### src/rcau_pkg.sv
package rcau_pkg;

    // ----------------------------------------------------------------
    // Register map
    // ----------------------------------------------------------------
    localparam logic [11:0] ADDR_RESET_CAUSE_CONTROL = 12'h000;
    localparam logic [11:0] ADDR_STAT = 12'h004;

    localparam logic [15:0] RESET_CAUSE_CONTROL_RST_VAL = 16'h0003;
    localparam logic [15:0] RESET_CAUSE_CONTROL_WMASK   = 16'hf3ff;

    localparam int B_TRAP  = 15;
    localparam int B_ILOP  = 14;
    localparam int B_SBOR  = 13;
    localparam int B_CM    = 9;
    localparam int B_EXT   = 7;
    localparam int B_SWR   = 6;
    localparam int B_SWDT  = 5;
    localparam int B_WATCHDOG_TIMEOUT_FLAG  = 4;
    localparam int B_SLEEP = 3;
    localparam int B_IDLE  = 2;
    localparam int B_BOR   = 1;
    localparam int B_POR   = 0;

    localparam logic [1:0] RESP_OKAY   = 2'h0;
    localparam logic [1:0] RESP_SLVERR = 2'h2;

    // ----------------------------------------------------------------
    // Oscillator source codes
    // ----------------------------------------------------------------
    localparam logic [2:0] OSC_FRC    = 3'h0;
    localparam logic [2:0] OSC_FRCPLL = 3'h1;
    localparam logic [2:0] OSC_XT     = 3'h2;
    localparam logic [2:0] OSC_XTPLL  = 3'h3;
    localparam logic [2:0] OSC_EC     = 3'h4;
    localparam logic [2:0] OSC_ECPLL  = 3'h5;
    localparam logic [2:0] OSC_SOSC   = 3'h6;
    localparam logic [2:0] OSC_LOW_POWER_INTERNAL_RC   = 3'h7;

    // ----------------------------------------------------------------
    // Timing, 200 MHz clock
    // ----------------------------------------------------------------
    localparam int CLK_MHZ  = 200;
    localparam int POWER_ON_DELAY_NS  = 10000;
    localparam int TFRC_NS  = 15000;
    localparam int TLPRC_NS = 20000;
    localparam int TLOCK_NS = 20000;
    localparam int TFSCM_NS = 10000;
    localparam int TPWRT_MS = 64;
    localparam int TW       = 24;
    localparam int OST_PERIODS = 1024;

    localparam logic [TW-1:0] POWER_ON_DELAY_CYC  = TW'((POWER_ON_DELAY_NS * CLK_MHZ + 999) / 1000);
    localparam logic [TW-1:0] TFRC_CYC  = TW'((TFRC_NS * CLK_MHZ + 999) / 1000);
    localparam logic [TW-1:0] TLPRC_CYC = TW'((TLPRC_NS * CLK_MHZ + 999) / 1000);
    localparam logic [TW-1:0] TLOCK_CYC = TW'((TLOCK_NS * CLK_MHZ + 999) / 1000);
    localparam logic [TW-1:0] TFSCM_CYC = TW'((TFSCM_NS * CLK_MHZ + 999) / 1000);
    localparam int            TPWRT_CYC = TPWRT_MS * CLK_MHZ * 1000;

    typedef enum logic [1:0] {RT_POR, RT_BOR, RT_OTHER} rcau_rtype_t;
    typedef enum logic [1:0] {SQ_IDLE, SQ_HOLD, SQ_CLKWAIT, SQ_RUN} rcau_seq_t;
    typedef enum logic [1:0] {CK_IDLE, CK_FIRST, CK_LOCK, CK_DONE} rcau_ck_t;

endpackage

### src/rcau_tmr_if.sv
`timescale 1ns/100ps
interface rcau_tmr_if;
    import rcau_pkg::*;
    logic          load;
    logic [TW-1:0] count;
    logic          done;
    modport ctl (output load, output count, input done);
    modport tmr (input load, input count, output done);
endinterface

### src/rcau_timer.sv
`timescale 1ns/100ps
module rcau_timer import rcau_pkg::*; (
    input wire logic sys_clk,
    input wire logic nrst,
    rcau_tmr_if.tmr  t
);
    logic [TW-1:0] cnt_q;
    logic          done_q;

    // Done is reloaded by every load (set only for a zero count), so a stale done never survives a restart
    always_ff @(posedge sys_clk or negedge nrst) begin
        if (!nrst) begin
            cnt_q  <= '0;
            done_q <= 1'b0;
        end else if (t.load) begin
            cnt_q  <= t.count;
            done_q <= (t.count == '0);
        end else if (cnt_q != '0) begin
            cnt_q  <= cnt_q - TW'(1);
            done_q <= (cnt_q == TW'(1));
        end
    end

    assign t.done = done_q;
endmodule

### src/rcau_ost.sv
`timescale 1ns/100ps
module rcau_ost import rcau_pkg::*; (
    input  wire logic sys_clk,
    input  wire logic nrst,
    input  wire logic start,
    input  wire logic oscTick,
    output logic      done
);
    logic [9:0] cnt_q;
    logic       run_q;
    logic       done_q;

    always_ff @(posedge sys_clk or negedge nrst) begin
        if (!nrst) begin
            cnt_q  <= '0;
            run_q  <= 1'b0;
            done_q <= 1'b0;
        end else if (start) begin
            cnt_q  <= '0;
            run_q  <= 1'b1;
            done_q <= 1'b0;
        end else if (run_q && oscTick) begin
            cnt_q <= cnt_q + 10'h001;
            if (cnt_q == 10'(OST_PERIODS - 1)) begin
                run_q  <= 1'b0;
                done_q <= 1'b1;
            end
        end
    end

    assign done = done_q;
endmodule

### src/rcau_seq.sv
`timescale 1ns/100ps
module rcau_seq import rcau_pkg::*; #(
    parameter logic [TW-1:0] POWERUP_TIMER_CYCLES = TW'(TPWRT_CYC)
) (
    input  wire logic        sys_clk,
    input  wire logic        nrst,
    input  wire logic        brownoutEvt,
    input  wire logic        pinResetEvt,
    input  wire logic        watchdogEvt,
    input  wire logic        softResetEvt,
    input  wire logic        trapConflictEvt,
    input  wire logic        illegalOpEvt,
    input  wire logic        cfgMismatchEvt,
    input  wire logic        sleepEvt,
    input  wire logic        idleEvt,
    input  wire logic [2:0]  newOscFuse,
    input  wire logic [2:0]  curOscSel,
    input  wire logic        clkSwitchEn,
    input  wire logic        pwrtEn,
    input  wire logic        twoSpeedEn,
    input  wire logic [1:0]  wdtFuse,
    input  wire logic        oscTick,
    output logic             system_reset_signal,
    output logic             cpuRun,
    output logic             fscmEnable,
    output logic [2:0]       clkSrc,
    output logic             wdtEnable,
    output logic             softBorEnable,
    input  wire logic [11:0] s_axi_awaddr,
    input  wire logic        s_axi_awvalid,
    output logic             s_axi_awready,
    input  wire logic [31:0] s_axi_wdata,
    input  wire logic [3:0]  s_axi_wstrb,
    input  wire logic        s_axi_wvalid,
    output logic             s_axi_wready,
    output logic [1:0]       s_axi_bresp,
    output logic             s_axi_bvalid,
    input  wire logic        s_axi_bready,
    input  wire logic [11:0] s_axi_araddr,
    input  wire logic        s_axi_arvalid,
    output logic             s_axi_arready,
    output logic [31:0]      s_axi_rdata,
    output logic [1:0]       s_axi_rresp,
    output logic             s_axi_rvalid,
    input  wire logic        s_axi_rready
);
    // ----------------------------------------------------------------
    // Declarations
    // ----------------------------------------------------------------
    rcau_tmr_if tSys();
    rcau_tmr_if tClk();
    rcau_tmr_if tFsm();

    rcau_seq_t     seq_q;
    rcau_ck_t      ck_q;
    rcau_rtype_t   rtype_q;
    logic          porPend_q;
    logic          kick_q;
    logic [15:0]   reset_cause_control_q;
    logic [15:0]   rconSet;
    logic [15:0]   rconWr;
    logic [2:0]    clkSrc_q;
    logic [2:0]    startSrc;
    logic          needOst_q;
    logic          needLock_q;
    logic [TW-1:0] firstCyc;
    logic          firstOst;
    logic          firstLock;
    logic          ostStart;
    logic          ostDone;
    logic          firstDone;
    logic          anyEvt;
    logic          system_reset_signal_q;
    logic          cpuRun_q;
    logic          fscmEn_q;
    logic          wdtEn_q;
    logic          awready_q;
    logic          wready_q;
    logic          bvalid_q;
    logic [1:0]    bresp_q;
    logic [11:0]   awaddr_q;
    logic [31:0]   wdata_q;
    logic [3:0]    wstrb_q;
    logic          arready_q;
    logic          rvalid_q;
    logic [31:0]   rdata_q;
    logic [1:0]    rresp_q;
    logic          doWrite;
    logic          wrRcon;

    assign anyEvt = brownoutEvt | pinResetEvt | watchdogEvt | softResetEvt
                  | trapConflictEvt | illegalOpEvt | cfgMismatchEvt;

    // ----------------------------------------------------------------
    // Reset cause capture
    // ----------------------------------------------------------------
    // POR and BOR win over the rest; the others share the zero-delay path
    always_ff @(posedge sys_clk or negedge nrst) begin
        if (!nrst) begin
            porPend_q <= 1'b1;
            kick_q    <= 1'b0;
            rtype_q   <= RT_POR;
        end else begin
            porPend_q <= 1'b0;
            kick_q    <= porPend_q | anyEvt;
            if (porPend_q) begin
                rtype_q <= RT_POR;
            end else if (brownoutEvt) begin
                rtype_q <= RT_BOR;
            end else if (anyEvt) begin
                rtype_q <= RT_OTHER;
            end
        end
    end

    // ----------------------------------------------------------------
    // Clock source selection
    // ----------------------------------------------------------------
    always_ff @(posedge sys_clk or negedge nrst) begin
        if (!nrst) begin
            clkSrc_q <= OSC_FRC;
        end else if (porPend_q || brownoutEvt || !clkSwitchEn) begin
            if (porPend_q || anyEvt) begin
                clkSrc_q <= newOscFuse;
            end
        end else if (anyEvt) begin
            clkSrc_q <= curOscSel;
        end
    end

    // Two-speed start runs the fast RC first, whatever the fuse picked
    assign startSrc = twoSpeedEn ? OSC_FRC : clkSrc_q;

    always_comb begin
        firstCyc  = '0;
        firstOst  = 1'b0;
        firstLock = 1'b0;
        case (startSrc)
            OSC_FRC: begin
                firstCyc = TFRC_CYC;
            end
            OSC_FRCPLL: begin
                firstCyc  = TFRC_CYC;
                firstLock = 1'b1;
            end
            OSC_XT, OSC_SOSC: begin
                firstOst = 1'b1;
            end
            OSC_XTPLL: begin
                // BOR restarts on the fast RC ahead of the PLL
                if (rtype_q == RT_BOR) begin
                    firstCyc = TFRC_CYC;
                end else begin
                    firstOst = 1'b1;
                end
                firstLock = 1'b1;
            end
            OSC_ECPLL: begin
                firstLock = 1'b1;
            end
            OSC_LOW_POWER_INTERNAL_RC: begin
                firstCyc = TLPRC_CYC;
            end
            default: begin
                firstCyc = '0;
            end
        endcase
    end

    // ----------------------------------------------------------------
    // Delay timers
    // ----------------------------------------------------------------
    // System hold and clock start-up are loaded on the same kick
    always_comb begin
        tSys.load  = kick_q;
        tSys.count = '0;
        if (rtype_q == RT_POR) begin
            tSys.count = POWER_ON_DELAY_CYC + (pwrtEn ? POWERUP_TIMER_CYCLES : '0);
        end else if (rtype_q == RT_BOR) begin
            tSys.count = pwrtEn ? POWERUP_TIMER_CYCLES : '0;
        end
    end

    assign firstDone  = needOst_q ? ostDone : tClk.done;
    assign ostStart   = kick_q && firstOst;
    assign tClk.load  = kick_q || (ck_q == CK_FIRST && firstDone && needLock_q);
    assign tClk.count = kick_q ? firstCyc : TLOCK_CYC;
    assign tFsm.load  = (seq_q == SQ_HOLD) && tSys.done;
    assign tFsm.count = TFSCM_CYC;

    rcau_timer u_tSys (
        .sys_clk (sys_clk),
        .nrst    (nrst),
        .t       (tSys.tmr)
    );

    rcau_timer u_tClk (
        .sys_clk (sys_clk),
        .nrst    (nrst),
        .t       (tClk.tmr)
    );

    rcau_timer u_tFsm (
        .sys_clk (sys_clk),
        .nrst    (nrst),
        .t       (tFsm.tmr)
    );

    rcau_ost u_ost (
        .sys_clk (sys_clk),
        .nrst    (nrst),
        .start   (ostStart),
        .oscTick (oscTick),
        .done    (ostDone)
    );

    // ----------------------------------------------------------------
    // Clock start-up sequence
    // ----------------------------------------------------------------
    always_ff @(posedge sys_clk or negedge nrst) begin
        if (!nrst) begin
            ck_q       <= CK_IDLE;
            needOst_q  <= 1'b0;
            needLock_q <= 1'b0;
        end else if (kick_q) begin
            ck_q       <= CK_FIRST;
            needOst_q  <= firstOst;
            needLock_q <= firstLock;
        end else begin
            case (ck_q)
                CK_FIRST: begin
                    if (firstDone) begin
                        ck_q <= needLock_q ? CK_LOCK : CK_DONE;
                    end
                end
                CK_LOCK: begin
                    if (tClk.done) begin
                        ck_q <= CK_DONE;
                    end
                end
                CK_IDLE, CK_DONE: begin
                    ck_q <= ck_q;
                end
                default: begin
                    ck_q <= CK_IDLE;
                end
            endcase
        end
    end

    // ----------------------------------------------------------------
    // Release sequence
    // ----------------------------------------------------------------
    always_ff @(posedge sys_clk or negedge nrst) begin
        if (!nrst) begin
            seq_q    <= SQ_IDLE;
            system_reset_signal_q <= 1'b1;
            cpuRun_q <= 1'b0;
            fscmEn_q <= 1'b0;
        end else if (kick_q) begin
            seq_q    <= SQ_HOLD;
            system_reset_signal_q <= 1'b1;
            cpuRun_q <= 1'b0;
            fscmEn_q <= 1'b0;
        end else begin
            case (seq_q)
                SQ_HOLD: begin
                    if (tSys.done) begin
                        seq_q    <= SQ_CLKWAIT;
                        system_reset_signal_q <= 1'b0;
                    end
                end
                SQ_CLKWAIT: begin
                    if (ck_q == CK_DONE) begin
                        seq_q    <= SQ_RUN;
                        cpuRun_q <= 1'b1;
                    end
                end
                SQ_IDLE, SQ_RUN: begin
                    seq_q <= seq_q;
                end
                default: begin
                    seq_q <= SQ_IDLE;
                end
            endcase
            if (seq_q != SQ_HOLD && seq_q != SQ_IDLE && tFsm.done) begin
                fscmEn_q <= 1'b1;
            end
        end
    end

    // ----------------------------------------------------------------
    // Reset cause register
    // ----------------------------------------------------------------
    always_comb begin
        rconSet         = '0;
        rconSet[B_TRAP] = trapConflictEvt;
        rconSet[B_ILOP] = illegalOpEvt;
        rconSet[B_CM]   = cfgMismatchEvt;
        rconSet[B_EXT]  = pinResetEvt;
        rconSet[B_SWR]  = softResetEvt;
        rconSet[B_WATCHDOG_TIMEOUT_FLAG] = watchdogEvt;
        rconSet[B_SLEEP] = sleepEvt;
        rconSet[B_IDLE] = idleEvt;
        rconSet[B_BOR]  = brownoutEvt;
    end

    assign rconWr = {s_axi_wstrb_hi(wstrb_q) ? wdata_q[15:8] : reset_cause_control_q[15:8],
                     wstrb_q[0] ? wdata_q[7:0] : reset_cause_control_q[7:0]};

    // A set in the write cycle wins over the written value
    always_ff @(posedge sys_clk or negedge nrst) begin
        if (!nrst) begin
            reset_cause_control_q <= RESET_CAUSE_CONTROL_RST_VAL;
        end else if (wrRcon) begin
            reset_cause_control_q <= (rconWr & RESET_CAUSE_CONTROL_WMASK) | rconSet;
        end else begin
            reset_cause_control_q <= reset_cause_control_q | rconSet;
        end
    end

    // Unprogrammed fuse pair reads 2'b11
    always_ff @(posedge sys_clk or negedge nrst) begin
        if (!nrst) begin
            wdtEn_q <= 1'b1;
        end else begin
            wdtEn_q <= (wdtFuse == 2'b11) || reset_cause_control_q[B_SWDT];
        end
    end

    function automatic logic s_axi_wstrb_hi(input logic [3:0] s);
        return s[1];
    endfunction

    // ----------------------------------------------------------------
    // AXI4-Lite write channel
    // ----------------------------------------------------------------
    assign doWrite = !awready_q && !wready_q && !bvalid_q;
    assign wrRcon  = doWrite && (awaddr_q == ADDR_RESET_CAUSE_CONTROL);

    always_ff @(posedge sys_clk or negedge nrst) begin
        if (!nrst) begin
            awready_q <= 1'b1;
            wready_q  <= 1'b1;
            bvalid_q  <= 1'b0;
            bresp_q   <= RESP_OKAY;
            awaddr_q  <= '0;
            wdata_q   <= '0;
            wstrb_q   <= '0;
        end else begin
            if (awready_q && s_axi_awvalid) begin
                awready_q <= 1'b0;
                awaddr_q  <= s_axi_awaddr;
            end
            if (wready_q && s_axi_wvalid) begin
                wready_q <= 1'b0;
                wdata_q  <= s_axi_wdata;
                wstrb_q  <= s_axi_wstrb;
            end
            if (doWrite) begin
                bvalid_q <= 1'b1;
                bresp_q  <= (awaddr_q == ADDR_RESET_CAUSE_CONTROL || awaddr_q == ADDR_STAT)
                            ? RESP_OKAY : RESP_SLVERR;
            end
            if (bvalid_q && s_axi_bready) begin
                bvalid_q  <= 1'b0;
                awready_q <= 1'b1;
                wready_q  <= 1'b1;
            end
        end
    end

    // ----------------------------------------------------------------
    // AXI4-Lite read channel
    // ----------------------------------------------------------------
    always_ff @(posedge sys_clk or negedge nrst) begin
        if (!nrst) begin
            arready_q <= 1'b1;
            rvalid_q  <= 1'b0;
            rdata_q   <= '0;
            rresp_q   <= RESP_OKAY;
        end else if (arready_q && s_axi_arvalid) begin
            arready_q <= 1'b0;
            rvalid_q  <= 1'b1;
            rresp_q   <= RESP_OKAY;
            case (s_axi_araddr)
                ADDR_RESET_CAUSE_CONTROL: rdata_q <= {16'h0000, reset_cause_control_q};
                ADDR_STAT: rdata_q <= {24'h000000, clkSrc_q, wdtEn_q,
                                       fscmEn_q, cpuRun_q, system_reset_signal_q, 1'b0};
                default: begin
                    rdata_q <= '0;
                    rresp_q <= RESP_SLVERR;
                end
            endcase
        end else if (rvalid_q && s_axi_rready) begin
            rvalid_q  <= 1'b0;
            arready_q <= 1'b1;
        end
    end

    // ----------------------------------------------------------------
    // Outputs
    // ----------------------------------------------------------------
    assign system_reset_signal        = system_reset_signal_q;
    assign cpuRun        = cpuRun_q;
    assign fscmEnable    = fscmEn_q;
    assign clkSrc        = clkSrc_q;
    assign wdtEnable     = wdtEn_q;
    assign softBorEnable = reset_cause_control_q[B_SBOR];
    assign s_axi_awready = awready_q;
    assign s_axi_wready  = wready_q;
    assign s_axi_bvalid  = bvalid_q;
    assign s_axi_bresp   = bresp_q;
    assign s_axi_arready = arready_q;
    assign s_axi_rvalid  = rvalid_q;
    assign s_axi_rdata   = rdata_q;
    assign s_axi_rresp   = rresp_q;
endmodule

### config.mk
export PLATFORM = sky130hd
export DESIGN_NAME = rcau_seq
export DESIGN_NICKNAME = d
export VERILOG_FILES = /design/src/rcau_pkg.sv /design/src/rcau_tmr_if.sv /design/src/rcau_timer.sv /design/src/rcau_ost.sv /design/src/rcau_seq.sv
export SDC_FILE = /design/constraint.sdc
export NUM_CORES = 1
export LEC_CHECK = 0
export ABC_AREA = 0
export CORE_UTILIZATION = 55
export DETAILED_ROUTE_END_ITERATION = 12
export DONT_BUFFER_PORTS = 1
export PLACE_DENSITY = 0.7
export SYNTH_ARGS = -nofsm -noshare
export SYNTH_HDL_FRONTEND = slang
export SYNTH_SLANG_ARGS = --single-unit
### constraint.sdc
create_clock -name sys_clk -period 7.4 [get_ports sys_clk]
set_input_delay 0.74 -clock sys_clk [delete_from_list [all_inputs] [get_ports sys_clk]]
set_output_delay 0.74 -clock sys_clk [all_outputs]
set_load 0.01 [all_outputs]
==> results.cfg <==
[finish]
fill_cells = 1248
antenna_cells = 0
nets = 888
area_growth_syn_to_layout_pct = 8.13
layout-drive-gt1-share = 0.114
fin_util = 0.610

[setup_path]
cp.required_ns = 7.70
crit_fanout = 14
r2r_start = u_tFsm.cnt_q[4]
cp_slowest_cell = nor4_1
startpoint = u_tFsm.cnt_q[4]
critPathTopFamily = simple AND/OR/NAND/NOR gates
arrival_ns = 3.01
path_buf_inv = 0
critPathCaptureType = flop
crit_chain = nor4_1 -> nand4b_1 -> nor4b_1 -> xnor2_1 -> nor2_1
start_kind = flop
crit_path_max_incr_delay_ns = 0.77
worstSetupPathType = flop to flop

[logic_synthesis]
synth_ff_type = dfrtp_1
synth-edff-count = 0
yosysUniqueCellTypes = 62
syn_area_um2 = 8200
synth_common_cells = dfrtp_1, nor2_1, nand2_1
avgSynthCellArea_um2 = 10.3
synthArstFlopShare = 1.00
synth_most_common_cell = dfrtp_1
synth_top_area_share = 0.488
ys_ff_latch = 168
synth_top_area_cell = dfrtp_1
synth_cells = 795
ys_top_cells_by_area = dfrtp_1, mux2_2, nor2_1
yosys_warnings = 0
ys_seq_area_frac = 0.514

[global_route]
grt_util_met3 = 0.0769
grt.met1_usage = 0.317
antenna_found_initial = 0
grt_usage = 0.244
grt_max_degree = 161
grt_pass1_vias = 5909
grt_use_met2 = 0.390
overflow = 0
grt_first_pass_wirelength_um = 28900
top_usage_layer = met2

[floorplan]
io-pin-count = 137
die_y_um = 124
row_count = 44
start_util = 0.564
core_area_um2 = 14500
die_w_um = 124
die_area_um2 = 15400

[route]
wirelength_um = 17000
dr_total_vias = 5844
wl_per_cell_um = 17.3
drt_iter0_markers = 379
via_per_inst = 5.96
drt_first_pass_iters = 5
drc = 0
ant_nets = 0

[cts]
cts_buffers = 17
clk_pin_slew_worst_paths_ns = 0.07
cts_setup_buffers = 0
htreeDepth = 4
cts_resized = 0
clk_latency_ns = 0.43
clockRootBuffer = clkbuf_16
cts_tree = done
cts_buffer_depth = 2
cts_sinks = 168

[place]
numPortBuffers = 0
hpwl_um = 11700
place_ws_ns = 4.71
place.gp.congestion = 0.770

[power]
irDropWorstVdd_v = 0.000206
p_leak_nw = 3.80
total_power_mw = 2.36
p_per_area_nw_per_um2 = 266

[timing]
fin_ws_ns = 4.68
setup-tns-final_ns = 0
max_clock_freq_mhz = 368
setup-violations-final = 0
tightestPinTransition_ns = 1.02
finalCriticalPeriod_ns = 2.72
hold_violations = 0
rsz0062_at_grt = no
slew_violations = 0
maxSlewHeadroom = 0.319
finalCritPeriodShare = 0.367
finalClockSkew_ns = 0.00748

[worst_hold_path]
hold_class = input port to async pin

[status]
outcome = finished, final reports clean

[run]
maxCapViolCount = 0
-- metal layers --
metal	wire length [um]	share of wire
met1	7450	0.44
met2	8270	0.49
met3	1020	0.060
met4	258	0.015
met5	0	0
-- cell families (layout without fill, tap and decap cells) --
group / after synthesis / count (layout) / share of synthesized area
other: 1 / 19 / 0.000457
adders and majority gates: 16 / 16 / 0.0244
DFF: 168 / 168 / 0.514
AOI/OAI and AO/OA: 137 / 137 / 0.105
and+or+nand+nor: 289 / 289 / 0.183
buffers and inverters: 78 / 62 / 0.0464
xor gates and xnor gates: 55 / 55 / 0.0588
muxes: 51 / 51 / 0.0679
-- worst paths after layout --
path / end / slack (ns) / cells past startpoint
worst max-delay path: u_tFsm.cnt_q[22] / 4.68 / 5
worst min-delay path: wdtEnable / 0.14 / 0
worst max register to register: u_tFsm.cnt_q[22] / 4.68 / 5
worst min register to register: s_axi_rdata[12] / 0.50 / 1
max in group asynchronous: u_tClk.cnt_q[17] / 6.47 / 1
min in group sys_clk: s_axi_wready / 0.36 / 1
-- state kept, by name (all words and copies together), names as in the netlist, 3 cells and up --
| name | cells |
|---|---|
| u_tFsm.cnt_q | 24 |
| u_ost.cnt_q | 10 |
| reset_cause_control_q | 14 |
| awaddr_q | 12 |
| wdata_q | 14 |
| s_axi_rdata | 15 |
| u_tClk.cnt_q | 24 |
| u_tSys.cnt_q | 24 |
| clkSrc | 3 |
-- layout make-up --
| type | instances | area [um^2] | area share |
|---|---|---|---|
| clock buffer | 17 | 425 | 0.0480 |
| clock inverter | 15 | 188 | 0.0212 |
| inverter | 29 | 109 | 0.0123 |
| timing repair buffer | 1 | 27.5 | 0.00311 |
| sequential | 168 | 4210 | 0.475 |
| multi-input combinational | 567 | 3670 | 0.414 |
| tap | 184 | 230 | 0.0260 |
-- timing repair --
item                                   4_1_cts  5_1_grt
endpoints found under the hold margin      160        0
setup endpoints to repair                    0        0
hold buffers                                 1        0
-- metrics by stage --
step / std cells / hold slack [ns] / instance area [um^2]
floorplan: 813 / 0.444 / 8270
global placement: 948 / 0.450 / 8220
detailed placement: 948 / 0.450 / 8220
CTS: 981 / 0.122 / 8860
global route: 981 / 0.123 / 8860
finish: 981 / 0.141 / 8860
-- where the power goes --
part | switching, mW | internal, mW
clock network | 0.401 | 0.512
logic | 0.157 | 0.143
registers | 0.0985 | 1.05
-- layout by cell type (no fill, tap or decap), drive strengths merged, types with 27 or more instances in the layout --
cell	count
nor2	90
nand2	60
xor2	28
nor3	31
mux2	37
dfrtp	160
a21oi	38
o21ai	44
inv	35
xnor2	27
Power figures use the tool's default switching activity.
